===== src/hdl/map_decoder_pkg.sv =====
// constants shared by the memory map decoder and its checks and bench
package map_decoder_pkg;

  // register offsets (byte addresses within the register block)
  localparam logic [9:0] RAM_BASE_OFS      = 10'h010;
  localparam logic [9:0] REG_BASE_OFS      = 10'h011;
  localparam logic [9:0] EE_BASE_OFS       = 10'h012;
  localparam logic [9:0] MISC_CTRL_OFS     = 10'h013;
  localparam logic [9:0] FLASH_WIN_LO_OFS  = 10'h0F4;
  localparam logic [9:0] FLASH_WIN_HI_OFS  = 10'h0F7;
  localparam logic [9:0] PK_DATA_OFS       = 10'h0FC;
  localparam logic [9:0] PK_DIR_OFS        = 10'h0FD;
  localparam logic [9:0] PAGE_INDEX_OFS    = 10'h0FF;
  localparam logic [9:0] PULL_CTRL_OFS     = 10'h0F0;

  // reset values
  localparam logic [7:0] RAM_BASE_RST      = 8'h20;
  localparam logic [7:0] REG_BASE_RST      = 8'h00;
  localparam logic [7:0] EE_BASE_RST       = 8'h01;
  localparam logic [7:0] MISC_CTRL_RST     = 8'h00;

  // fixed windows
  localparam logic [15:0] PAGE_WIN_LO      = 16'h8000;
  localparam logic [15:0] PAGE_WIN_HI      = 16'hBFFF;
  localparam logic [15:0] FIX6_LO          = 16'h4000;
  localparam logic [15:0] FIX6_HI          = 16'h7FFF;
  localparam logic [15:0] FIX7_LO          = 16'hC000;
  localparam logic [15:0] FIX7_HI          = 16'hFFFF;
  localparam logic [15:0] DBG_ROM_LO       = 16'hFF00;
  localparam logic [15:0] RAM_SPLIT_LAST   = 16'h0FFF;

  // field positions
  localparam int STOP_WAIT_BIT = 0;
  localparam int EE_ON_BIT     = 0;
  localparam int TESTWIN_BIT   = 7;
  localparam int PK_CSEL_BIT   = 7;
  localparam int PK_GPIO_BIT   = 3;

  // one-hot resource select codes
  typedef enum logic [6:0] {
    SEL_NONE  = 7'b000_0001,
    SEL_DBG   = 7'b000_0010,
    SEL_REG   = 7'b000_0100,
    SEL_RAM   = 7'b000_1000,
    SEL_EE    = 7'b001_0000,
    SEL_FLASH = 7'b010_0000,
    SEL_EXT   = 7'b100_0000
  } resource_t;

endpackage


===== src/hdl/port_k_slice.sv =====
// one port k pin: data, direction, pull-up and emulation override
`timescale 1ns/10ps
`default_nettype none
module port_k_slice (
  input  wire logic clk_i,
  input  wire logic arst_n_i,
  input  wire logic wr_data_i,   // data register write strobe
  input  wire logic wr_dir_i,    // direction register write strobe
  input  wire logic wr_pull_i,   // pull select write strobe
  input  wire logic wdata_i,     // bit of write data
  input  wire logic emu_i,       // pin driven by emulation
  input  wire logic emu_val_i,   // emulation value
  input  wire logic pin_i,       // pin level
  output logic      data_o,      // data readback: latch when output, pin level when input
  output logic      dir_o,       // direction register value
  output logic      pull_o,      // pull-up select
  output logic      pin_o,       // pin drive value
  output logic      pin_oe_o     // pin drive enable
);

  logic data_q;  // latched output data
  logic dir_q;   // 1 = output
  logic pull_q;  // 1 = pulled up when input

  // data latch; writes while emulating land here but do not reach the pin
  always_ff @(posedge clk_i or negedge arst_n_i) begin
    if (!arst_n_i) begin
      data_q <= 1'b0;
    end else if (wr_data_i) begin
      data_q <= wdata_i;
    end
  end

  // direction register
  always_ff @(posedge clk_i or negedge arst_n_i) begin
    if (!arst_n_i) begin
      dir_q <= 1'b0;
    end else if (wr_dir_i) begin
      dir_q <= wdata_i;
    end
  end

  // pull-up select, input only
  always_ff @(posedge clk_i or negedge arst_n_i) begin
    if (!arst_n_i) begin
      pull_q <= 1'b0;
    end else if (wr_pull_i) begin
      pull_q <= wdata_i;
    end
  end

  // pin drive registered so the top sees a flip-flop output
  always_ff @(posedge clk_i or negedge arst_n_i) begin
    if (!arst_n_i) begin
      pin_o    <= 1'b0;
      pin_oe_o <= 1'b0;
    end else begin
      pin_o    <= emu_i ? emu_val_i : data_q;
      pin_oe_o <= emu_i | dir_q;
    end
  end

  // readback: outputs show pin latch, inputs show pin level
  assign data_o = dir_q ? data_q : pin_i;
  assign dir_o  = dir_q;
  assign pull_o = pull_q & ~dir_q;

endmodule
`default_nettype wire


===== src/hdl/memory_map_decoder.sv =====
// memory map decoder with base relocation, program paging and port k
//
// Our own choice: the plain strobed port.
`timescale 1ns/10ps
`default_nettype none
module memory_map_decoder
  import map_decoder_pkg::*;
(
  input  wire logic                     CORE_CLK_I,
  input  wire logic                     ARST_N_I,
  // mode and status straps
  input  wire logic                     SPECIAL_MODE_I,    // 1 = special mode
  input  wire logic                     EXPANDED_MODE_I,   // expanded or peripheral
  input  wire logic                     DEBUG_ACTIVE_I,    // debug rom mapped
  input  wire logic                     WAIT_MODE_I,       // cpu in wait
  input  wire logic                     PORT_K_EMU_EN_I,   // port k emulation enable
  input  wire logic                     FLASH_ENABLE_I,    // flash arrays mapped
  // core bus address for decode
  input  wire logic [15:0]              BUS_ADDR_I,
  input  wire logic                     BUS_VALID_I,
  input  wire logic                     BUS_WORD_I,        // 16-bit access
  // register port
  input  wire logic [9:0]               REG_ADDR_I,
  input  wire logic [7:0]               REG_WDATA_I,
  input  wire logic                     REG_WR_I,
  input  wire logic                     REG_RD_I,
  output logic      [7:0]               REG_RDATA_O,
  // decode results
  output map_decoder_pkg::resource_t    RESOURCE_SEL_O,
  output logic      [1:0]               FLASH_ARRAY_O,
  output logic      [14:0]              FLASH_OFFSET_O,
  output logic      [1:0]               FLASH_REG_BLOCK_O,
  output logic                          FLASH_REG_SEL_O,
  output logic                          RAM_SPLIT_O,       // second cycle needed
  output logic                          MAP_GATED_O,
  // port k pins
  input  wire logic [7:0]               PORT_K_PIN_I,
  output logic      [7:0]               PORT_K_PIN_O,
  output logic      [7:0]               PORT_K_OE_O,
  output logic      [7:0]               PORT_K_PULL_O
);

  ////////////////////////////////////////////////////////////////////////
  // registers
  logic [4:0] reg_hi_q;       // register block address bits 15:11
  logic [2:0] ram_hi_q;       // ram address bits 15:13
  logic [3:0] ee_hi_q;        // eeprom address bits 15:12
  logic       stop_wait_q;    // mapping stop in wait
  logic       ee_on_q;        // eeprom map enable
  logic       testwin_q;      // flash test window enable
  logic [2:0] page_q;         // program page index
  logic       reg_lock_q;     // write-once locks
  logic       ram_lock_q;
  logic       ee_lock_q;
  logic       normal;

  assign normal = ~SPECIAL_MODE_I;

  // register block base, once in normal mode
  always_ff @(posedge CORE_CLK_I or negedge ARST_N_I) begin
    if (!ARST_N_I) begin
      reg_hi_q   <= REG_BASE_RST[7:3];
      reg_lock_q <= 1'b0;
    end else if (REG_WR_I && REG_ADDR_I == REG_BASE_OFS) begin
      if (SPECIAL_MODE_I || !reg_lock_q) begin
        reg_hi_q <= REG_WDATA_I[7:3];
      end
      if (normal) begin
        reg_lock_q <= 1'b1;
      end
    end
  end

  // stop-in-wait: normal anytime, special never
  always_ff @(posedge CORE_CLK_I or negedge ARST_N_I) begin
    if (!ARST_N_I) begin
      stop_wait_q <= REG_BASE_RST[STOP_WAIT_BIT];
    end else if (REG_WR_I && REG_ADDR_I == REG_BASE_OFS && normal) begin
      stop_wait_q <= REG_WDATA_I[STOP_WAIT_BIT];
    end
  end

  // ram base
  always_ff @(posedge CORE_CLK_I or negedge ARST_N_I) begin
    if (!ARST_N_I) begin
      ram_hi_q   <= RAM_BASE_RST[7:5];
      ram_lock_q <= 1'b0;
    end else if (REG_WR_I && REG_ADDR_I == RAM_BASE_OFS) begin
      if (SPECIAL_MODE_I || !ram_lock_q) begin
        ram_hi_q <= REG_WDATA_I[7:5];
      end
      if (normal) begin
        ram_lock_q <= 1'b1;
      end
    end
  end

  // eeprom base; enable bit free at any time
  always_ff @(posedge CORE_CLK_I or negedge ARST_N_I) begin
    if (!ARST_N_I) begin
      ee_hi_q   <= EE_BASE_RST[7:4];
      ee_on_q   <= EE_BASE_RST[EE_ON_BIT];
      ee_lock_q <= 1'b0;
    end else if (REG_WR_I && REG_ADDR_I == EE_BASE_OFS) begin
      ee_on_q <= REG_WDATA_I[EE_ON_BIT];
      if (SPECIAL_MODE_I || !ee_lock_q) begin
        ee_hi_q <= REG_WDATA_I[7:4];
      end
      if (normal) begin
        ee_lock_q <= 1'b1;
      end
    end
  end

  // test window bit, forced clear in normal mode
  always_ff @(posedge CORE_CLK_I or negedge ARST_N_I) begin
    if (!ARST_N_I) begin
      testwin_q <= MISC_CTRL_RST[TESTWIN_BIT];
    end else if (normal) begin
      testwin_q <= 1'b0;
    end else if (REG_WR_I && REG_ADDR_I == MISC_CTRL_OFS) begin
      testwin_q <= REG_WDATA_I[TESTWIN_BIT];
    end
  end

  // page index, writable anytime
  always_ff @(posedge CORE_CLK_I or negedge ARST_N_I) begin
    if (!ARST_N_I) begin
      page_q <= 3'h0;
    end else if (REG_WR_I && REG_ADDR_I == PAGE_INDEX_OFS) begin
      page_q <= REG_WDATA_I[2:0];
    end
  end

  ////////////////////////////////////////////////////////////////////////
  // address decode, purely combinational from current bases
  logic       hit_dbg;
  logic       hit_reg;
  logic       hit_ram;
  logic       hit_ee;
  logic       hit_page;
  logic       hit_fix6;
  logic       hit_fix7;
  logic       hit_test;
  logic       hit_flash;
  logic       gated;
  resource_t  sel_d;
  logic [1:0] arr_d;
  logic [14:0] ofs_d;

  assign gated    = stop_wait_q & WAIT_MODE_I;
  assign hit_dbg  = DEBUG_ACTIVE_I && BUS_ADDR_I >= DBG_ROM_LO;
  // lower 1K of the 2K slot only
  assign hit_reg  = BUS_ADDR_I[15:11] == reg_hi_q && !BUS_ADDR_I[10];
  assign hit_ram  = BUS_ADDR_I[15:13] == ram_hi_q;
  // upper 2K of the 4K slot only
  assign hit_ee   = ee_on_q && BUS_ADDR_I[15:12] == ee_hi_q && BUS_ADDR_I[11];
  assign hit_test = testwin_q && SPECIAL_MODE_I && BUS_ADDR_I[15];
  assign hit_page = !testwin_q && BUS_ADDR_I >= PAGE_WIN_LO
                    && BUS_ADDR_I <= PAGE_WIN_HI;
  // low fixed half stays put: the test window only replaces 8000 upward
  assign hit_fix6 = BUS_ADDR_I >= FIX6_LO && BUS_ADDR_I <= FIX6_HI;
  assign hit_fix7 = !testwin_q && BUS_ADDR_I >= FIX7_LO && BUS_ADDR_I <= FIX7_HI;
  assign hit_flash = FLASH_ENABLE_I && (hit_page || hit_fix6 || hit_fix7 || hit_test);

  // precedence chain picks exactly one resource
  always_comb begin
    sel_d = SEL_NONE;
    if (gated) begin
      sel_d = SEL_NONE;
    end else if (hit_dbg) begin
      sel_d = SEL_DBG;
    end else if (hit_reg) begin
      sel_d = SEL_REG;
    end else if (hit_ram) begin
      sel_d = SEL_RAM;
    end else if (hit_ee) begin
      sel_d = SEL_EE;
    end else if (hit_flash) begin
      sel_d = SEL_FLASH;
    end else if (EXPANDED_MODE_I) begin
      sel_d = SEL_EXT;
    end
  end

  // array and offset inside it
  always_comb begin
    arr_d = page_q[2:1];
    ofs_d = {page_q[0], BUS_ADDR_I[13:0]};
    if (hit_test) begin
      ofs_d = BUS_ADDR_I[14:0];
    end else if (hit_fix6 || hit_fix7) begin
      arr_d = 2'h3;
      ofs_d = {BUS_ADDR_I[15], BUS_ADDR_I[13:0]};
    end
  end

  // registered decode outputs
  always_ff @(posedge CORE_CLK_I or negedge ARST_N_I) begin
    if (!ARST_N_I) begin
      RESOURCE_SEL_O    <= SEL_NONE;
      FLASH_ARRAY_O     <= 2'h0;
      FLASH_OFFSET_O    <= 15'h0000;
      FLASH_REG_BLOCK_O <= 2'h0;
      FLASH_REG_SEL_O   <= 1'b0;
      RAM_SPLIT_O       <= 1'b0;
      MAP_GATED_O       <= 1'b0;
    end else begin
      RESOURCE_SEL_O    <= BUS_VALID_I ? sel_d : SEL_NONE;
      FLASH_ARRAY_O     <= arr_d;
      FLASH_OFFSET_O    <= ofs_d;
      FLASH_REG_BLOCK_O <= page_q[2:1];
      FLASH_REG_SEL_O   <= REG_ADDR_I >= FLASH_WIN_LO_OFS
                           && REG_ADDR_I <= FLASH_WIN_HI_OFS
                           && (REG_WR_I || REG_RD_I);
      // word at last byte of first 4K half needs a second cycle
      RAM_SPLIT_O       <= BUS_VALID_I && BUS_WORD_I && sel_d == SEL_RAM
                           && BUS_ADDR_I[12:0] == RAM_SPLIT_LAST[12:0];
      MAP_GATED_O       <= gated;
    end
  end

  ////////////////////////////////////////////////////////////////////////
  // port k
  logic       pk_hidden;
  logic [7:0] pk_data;
  logic [7:0] pk_dir;
  logic [7:0] pk_pull;
  logic [7:0] pk_emu;
  logic [7:0] pk_emu_val;
  logic [7:0] pk_mask;
  logic       csel_q;

  // data and direction leave the map while emulating in expanded mode
  assign pk_hidden  = PORT_K_EMU_EN_I && EXPANDED_MODE_I;
  assign pk_mask    = 8'h8F;
  assign pk_emu     = PORT_K_EMU_EN_I ? 8'h87 : 8'h00;
  assign pk_emu_val = {csel_q, 4'h0, page_q};

  // select low on program space flash or external access
  always_ff @(posedge CORE_CLK_I or negedge ARST_N_I) begin
    if (!ARST_N_I) begin
      csel_q <= 1'b1;
    end else begin
      csel_q <= ~(PORT_K_EMU_EN_I && BUS_VALID_I && (hit_page || hit_test)
                 && (sel_d == SEL_FLASH || sel_d == SEL_EXT));
    end
  end

  genvar g;
  generate
    for (g = 0; g < 8; g++) begin : g_pk
      if (g == 4 || g == 5 || g == 6) begin : g_unused
        assign pk_data[g] = 1'b0;
        assign pk_dir[g]  = 1'b0;
        assign pk_pull[g] = 1'b0;
        always_ff @(posedge CORE_CLK_I or negedge ARST_N_I) begin
          if (!ARST_N_I) begin
            PORT_K_PIN_O[g]  <= 1'b0;
            PORT_K_OE_O[g]   <= 1'b0;
            PORT_K_PULL_O[g] <= 1'b0;
          end else begin
            PORT_K_PIN_O[g]  <= 1'b0;
            PORT_K_OE_O[g]   <= 1'b0;
            PORT_K_PULL_O[g] <= 1'b0;
          end
        end
      end else begin : g_pin
        logic pull_c;
        port_k_slice u_slice (
          .clk_i     (CORE_CLK_I),
          .arst_n_i  (ARST_N_I),
          .wr_data_i (REG_WR_I && !pk_hidden && REG_ADDR_I == PK_DATA_OFS),
          .wr_dir_i  (REG_WR_I && !pk_hidden && REG_ADDR_I == PK_DIR_OFS),
          .wr_pull_i (REG_WR_I && REG_ADDR_I == PULL_CTRL_OFS),
          .wdata_i   (REG_WDATA_I[g]),
          .emu_i     (pk_emu[g]),
          .emu_val_i (pk_emu_val[g]),
          .pin_i     (PORT_K_PIN_I[g]),
          .data_o    (pk_data[g]),
          .dir_o     (pk_dir[g]),
          .pull_o    (pull_c),
          .pin_o     (PORT_K_PIN_O[g]),
          .pin_oe_o  (PORT_K_OE_O[g])
        );
        assign pk_pull[g] = pull_c;
        always_ff @(posedge CORE_CLK_I or negedge ARST_N_I) begin
          if (!ARST_N_I) begin
            PORT_K_PULL_O[g] <= 1'b0;
          end else begin
            PORT_K_PULL_O[g] <= pull_c & ~pk_emu[g];
          end
        end
      end
    end
  endgenerate

  ////////////////////////////////////////////////////////////////////////
  // read mux, data one cycle after the strobe; unmapped reads zero
  always_ff @(posedge CORE_CLK_I or negedge ARST_N_I) begin
    if (!ARST_N_I) begin
      REG_RDATA_O <= 8'h00;
    end else if (REG_RD_I) begin
      case (REG_ADDR_I)
        REG_BASE_OFS:   REG_RDATA_O <= {reg_hi_q, 2'b00, stop_wait_q};
        RAM_BASE_OFS:   REG_RDATA_O <= {ram_hi_q, 5'h00};
        EE_BASE_OFS:    REG_RDATA_O <= {ee_hi_q, 3'h0, ee_on_q};
        MISC_CTRL_OFS:  REG_RDATA_O <= {testwin_q, 7'h00};
        PAGE_INDEX_OFS: REG_RDATA_O <= {5'h00, page_q};
        PULL_CTRL_OFS:  REG_RDATA_O <= pk_pull & pk_mask;
        PK_DATA_OFS:    REG_RDATA_O <= pk_hidden ? 8'h00 : (pk_data & pk_mask);
        PK_DIR_OFS:     REG_RDATA_O <= pk_hidden ? 8'h00 : (pk_dir & pk_mask);
        default:        REG_RDATA_O <= 8'h00;
      endcase
    end else begin
      REG_RDATA_O <= 8'h00;
    end
  end

endmodule
`default_nettype wire


===== config.mk =====
export PLATFORM = sky130hd
export DESIGN_NAME = memory_map_decoder
export DESIGN_NICKNAME = d
export VERILOG_FILES = /design/src/hdl/map_decoder_pkg.sv /design/src/hdl/port_k_slice.sv /design/src/hdl/memory_map_decoder.sv
export SDC_FILE = /design/constraint.sdc
export NUM_CORES = 1
export LEC_CHECK = 0
export ABC_AREA = 1
export BUFFER_PORTS_ARGS = -buffer_cell sky130_fd_sc_hd__buf_2
export CAP_MARGIN = 20
export CORE_MARGIN = 2
export CORE_UTILIZATION = 54
export CTS_BUF_LIST = sky130_fd_sc_hd__clkbuf_8
export DETAILED_ROUTE_END_ITERATION = 7
export PLACE_DENSITY = 0.83
export SLEW_MARGIN = 25
export SYNTH_ARGS = -nofsm -noshare
export SYNTH_HDL_FRONTEND = slang
export SYNTH_SLANG_ARGS = --single-unit
export TNS_END_PERCENT = 1

===== constraint.sdc =====
create_clock -name CORE_CLK_I -period 1.4 [get_ports CORE_CLK_I]
set_input_delay 0.28 -clock CORE_CLK_I [delete_from_list [all_inputs] [get_ports CORE_CLK_I]]
set_output_delay 0.28 -clock CORE_CLK_I [all_outputs]
set_load 0.05 [all_outputs]

==> results.cfg, run 1 <==
[critical_path]
required_ns = 1.12
endpoint_kind = output port
cp.buffers_inverters = 1
crit_start = RESOURCE_SEL_O[0]
max_stage_delay_ns = 0.52
path_class = flip-flop to output port
crit_chain = buf_4
worst-r2r-cell-count = 6
slowest_stage = dfstp_2
cp_top_family = flip-flops
path_max_fanout = 1
regToRegSetupSlack_ns = 0.10
crit_arrival_ns = 1.06
cp-start-kind = flip-flop
r2r_start = ram_hi_q[0]
r2r_end = RESOURCE_SEL_O[5]

[sta]
hold_violations = 0
fin_ws_ns = 0.0559
finalClockSkew_ns = 0.00649
period_minus_slack_ns = 1.34
grt_setup_unrepaired = false
fmax_mhz = 744
finalCritPeriodShare = 0.960
drv_slew = 0
whs_ns = 0.0306
setup_viol = 0

[synthesis]
yosysMostFrequentCell = nand2_1
ys_seq_elements = 89
yosys.area.top_type = dfrtp_1
synth_cell_types = 34
avgSynthCellArea_um2 = 9.00
ys_warn_count = 0
syn_inst = 446
ys.flop_type = dfrtp_1
yosys-top-cells-area = dfrtp_1, nand2_1, inv_1, buf_4, nor2_1
async_reset_ff_frac = 1.00
yosysSeqAreaShare = 0.556
syn_area_um2 = 4020
yosysTopAreaCellShare = 0.530
yosys-top-cells-count = nand2_1, dfrtp_1, inv_1
synth-edff-count = 0

[drt]
routedWlPerCell_um = 13.9
drtIter0Drc = 221
wl_um = 9280
num_vias = 3414
via_per_inst = 5.11
drc_errors = 0
antenna_left = 0
firstDrtPassIters = 5

[cells_and_area]
nets = 618
stdcell_count = 668
largest_reg_flops = 15
multi_input_area_um2 = 1440
ff_latch_area_um2 = 2230
drive_gt1_frac = 0.299
synthToLayoutAreaGrowth_pct = 23.0
antenna-diode-count = 0
fillers = 574
largest_register = FLASH_OFFSET_O
reg_top3 = FLASH_OFFSET_O (15), REG_RDATA_O (8), RESOURCE_SEL_O (7)
finish.utilization = 0.685

[global_routing]
grt_pass1_wl_um = 15500
grt_util_all_layers = 0.240
grt_start_max_net_pins = 34
antenna_found_initial = 0
grt_pass1_vias = 3308
grt_overflow = 0

[clocking]
clockRootBuffer = clkbuf_8
clock_sinks = 89
cts_buffers = 9
clock_path_buffers = 2
htree_levels = 3
clock_latency_ns = 0.36
cts_tree = done
clkTransAtPathRegs_ns = 0.09

[die]
start_util = 0.557
die-area_um2 = 8140
die_h_um = 90.2
ios = 115
placementRows = 31
fp.dieW_um = 90.2
core_um2 = 7210

[hold_path]
min_path_cells = 1
holdPathEnd = FLASH_OFFSET_O[8]
min_path_type = input pin to flip-flop
hold_start = BUS_ADDR_I[8]

[placement]
placed_cells = 650
place_ws_ns = -0.0485
port_buffers = 102
gp_congestion = 0.894
hpwl_um = 6850

[pwr]
power_density_nw_per_um2 = 1090
peakVddDrop_uv = 575
p_total_mw = 5.40
power.leakage_nw = 2.63

[flow_run]
maxCapViolCount = 0

[status]
status = finished clean
==> layer usage <==
| metal | share of wire | global-route usage | wire, µm | vias up |
|---|---|---|---|---|
| li1 | - | - | - | 1635 |
| met2 | 0.49 | 0.392 | 4540 | 159 |
| met4 | 0.022 | 0.0795 | 206 | 0 |
| met5 | 0 | 0 | 0 | - |
| met3 | 0.064 | 0.0536 | 598 | 22 |
| met1 | 0.42 | 0.321 | 3930 | 1598 |
==> worst max-delay path by stage <==
stage | end | cells after the start
2_1_floorplan | ee_hi_q[3] | 8
3_3_place_gp | REG_RDATA_O[0] | 8
3_5_place_dp | REG_RDATA_O[0] | 8
4_1_cts | RESOURCE_SEL_O[5] | 6
5_1_grt | RESOURCE_SEL_O[6] | 6
6_report | RESOURCE_SEL_O[0] | 1
==> logic make-up (layout without fill, tap and decap cells) <==
group / Yosys count / after routing / synth area share
AND/OR/NAND/NOR: 211 / 211 / 0.243
XOR/XNOR: 6 / 6 / 0.0131
buffers and inverters: 77 / 192 / 0.0938
flip-flops: 89 / 89 / 0.556
other: 1 / 9 / 0.000934
AO/OA/AOI/OAI: 62 / 62 / 0.0935
==> layout by cell type, fill, tap and decap left out, drive strengths merged, types with 3 or more instances in the layout <==
master    n
buf     120
nand2   114
dfrtp    85
inv      54
nor2     49
o21ai    42
nand3    25
a21oi    13
nand4    10
conb      9
clkbuf    9
nor3      5
clkinv    5
dfstp     4
xnor2     4
o211ai    4
nor4      3
or2       3
bufinv    3
==> final cells by class <==
class | instances | area share
Inverter | 55 | 0.0433
Timing Repair Buffer | 121 | 0.139
Clock inverter | 7 | 0.0238
Multi-Input combinational cell | 288 | 0.292
Sequential cell | 89 | 0.452
Tap cell | 99 | 0.0251
Clock buffer | 9 | 0.0251
==> through the flow <==
| stage | setup TNS [ns] | instance area (µm²) |
|---|---|---|
| finish | 0 | 4940 |
| global route | 0 | 4940 |
| CTS | 0 | 4930 |
| detailed placement | -0.362 | 4670 |
| global placement | -0.0320 | 4670 |
| floorplan | 0 | 4050 |
==> what timing repair did <==
action / CTS / global route
setup buffers: 0 / 1
hold buffers: 1 / 0
hold endpoints to repair: 11 / 0
endpoints found under the setup margin: 1 / 5
pin swaps: 0 / 1
resized for setup: 1 / 1
==> report_power, final <==
group	total [mW]	switching (mW)	internal [mW]
registers	2.64	0.0197	2.62
logic	0.632	0.463	0.168
clock network	2.12	0.936	1.19
total	5.40	1.42	3.98
Note: power is estimated with default switching activity, not from simulation.
==> run 2: changes to the inputs <==
- ABC_CLOCK_PERIOD_IN_PS: unset -> 1400
- CAP_MARGIN: 20 -> 5
- RECOVER_POWER: unset -> 100
==> results.cfg, run 2 (same netlist as run 1, synthesis figures left out) <==
[cells_and_area]
largest_register = FLASH_OFFSET_O
synthToLayoutAreaGrowth_pct = 20.7
final_common_cell = nand2_1
final_cell_mix = nand2_1, dfrtp_1, clkbuf_2
drive_gt1_frac = 0.262
reg_top3 = FLASH_OFFSET_O (15), REG_RDATA_O (8), RESOURCE_SEL_O (7)
largest_reg_flops = 15
nets = 618
antenna-diode-count = 0
finish.utilization = 0.672

[sta]
whs_ns = 0.0295
hold_violations = 0
setup-tns-final_ns = 0
maxSlewHeadroom = 0.549
finalClockSkew_ns = 0.00712
fmax_mhz = 743
drv_slew = 0
finalCritPeriodShare = 0.961
setup_viol = 0
worst_pin_slew_ns = 0.676
period_minus_slack_ns = 1.35

[critical_path]
crit_arrival_ns = 1.07
endpoint_kind = output port
slowest_stage = dfstp_2
crit_chain = buf_4
cp-start-kind = flip-flop
required_ns = 1.12
path_max_fanout = 1
path_class = flip-flop to output port
cp.buffers_inverters = 1
max_stage_delay_ns = 0.52
cp_top_family = flip-flops

[global_routing]
grt_overflow = 0
grt_start_max_net_pins = 34
antenna_found_initial = 0
grt_util_all_layers = 0.240
grt_pass1_vias = 3308
grt_pass1_wl_um = 15500

[drt]
num_vias = 3385
antenna_left = 0
wl_um = 9280
firstDrtPassIters = 5
via_per_inst = 5.07
routedWlPerCell_um = 13.9
drc_errors = 0
drtIter0Drc = 216

[hold_path]
min_path_type = input pin to flip-flop

[clocking]
clockRootBuffer = clkbuf_8
clock_sinks = 89
clock_path_buffers = 2
clkTransAtPathRegs_ns = 0.09
clock_latency_ns = 0.36
htree_levels = 3
cts_buffers = 9
cts_tree = done

[die]
die_h_um = 90.2
die-area_um2 = 8140
fp.dieW_um = 90.2
start_util = 0.557
core_um2 = 7210
placementRows = 31
ios = 115

[pwr]
peakVddDrop_uv = 575
power.leakage_nw = 2.50
power_density_nw_per_um2 = 1110

[placement]
gp_congestion = 0.894
hpwl_um = 6850
port_buffers = 102

[flow_run]
maxCapViolCount = 0

[status]
status = finished clean
[run 2: changes by cell type in the layout (fill, tap and decap cells not counted), moves of 2 or more]
cell and change:
clkbuf_1 +15, buf_12 -2, clkbuf_2 +52, nand2_4 -2, o21ai_0 +2, nand2_2 -3
buf_4 -3, buf_2 -62, o21ai_1 -2, nand2_1 +5
[run 2: routing by layer]
metal  GRT usage  share of wire  up-vias
li1            -              -     1631
met1       0.321           0.43     1593
met2       0.392           0.50      145
met3      0.0536          0.055       16
met4      0.0795          0.021        0
met5           0              0        -
[run 2: cell type report]
| class | instances | area (µm²) |
|---|---|---|
| fillers | 592 | 2370 |
| clock buffers | 9 | 124 |
| multi-input cells | 288 | 1410 |
| inverters | 55 | 213 |
| flip-flops and latches | 89 | 2230 |
| clock inverters | 7 | 118 |
| repair buffers | 121 | 629 |
| well taps | 99 | 124 |
[run 2: stage by stage]
step	area (µm²)	std cells	worst slack (ns)	power [mW]
final	4850	668	0.0544	5.38
after CTS	4930	667	0.0293	5.40
after global placement	4670	650	-0.0261	3.31
after detailed placement	4670	650	-0.0485	3.32
after global routing	4850	668	-0.00505	5.58
after floorplan	4050	454	0.185	3.09
[run 2: final timing paths]
path,startpoint,depth (start not counted),slack [ns],to
max,RESOURCE_SEL_O[0],1,0.05,RESOURCE_SEL_O[0]
min,BUS_ADDR_I[8],1,0.03,FLASH_OFFSET_O[8]
max reg2reg,ram_hi_q[0],6,0.09,RESOURCE_SEL_O[6]
min reg2reg,g_pk[3].g_pin.u_slice.data_q,0,0.43,g_pk[3].g_pin.u_slice.pin_o
max in group asynchronous,ARST_N_I,3,0.20,g_pk[2].g_pin.u_slice.pin_oe_o
min in group asynchronous,ARST_N_I,2,0.30,FLASH_OFFSET_O[13]
[run 2: repair_timing]
item	CTS	global route
hold buffers	1	0
endpoints found under the hold margin	11	0
setup buffers	0	1
resized for setup	1	1
endpoints found under the setup margin	1	5
pin swaps	0	1
[run 2: report_power, final]
group / internal, mW / switching (mW) / leakage [nW]
clock network: 1.19 / 0.938 / 0.124
logic: 0.149 / 0.457 / 1.21
registers: 2.62 / 0.0211 / 1.16
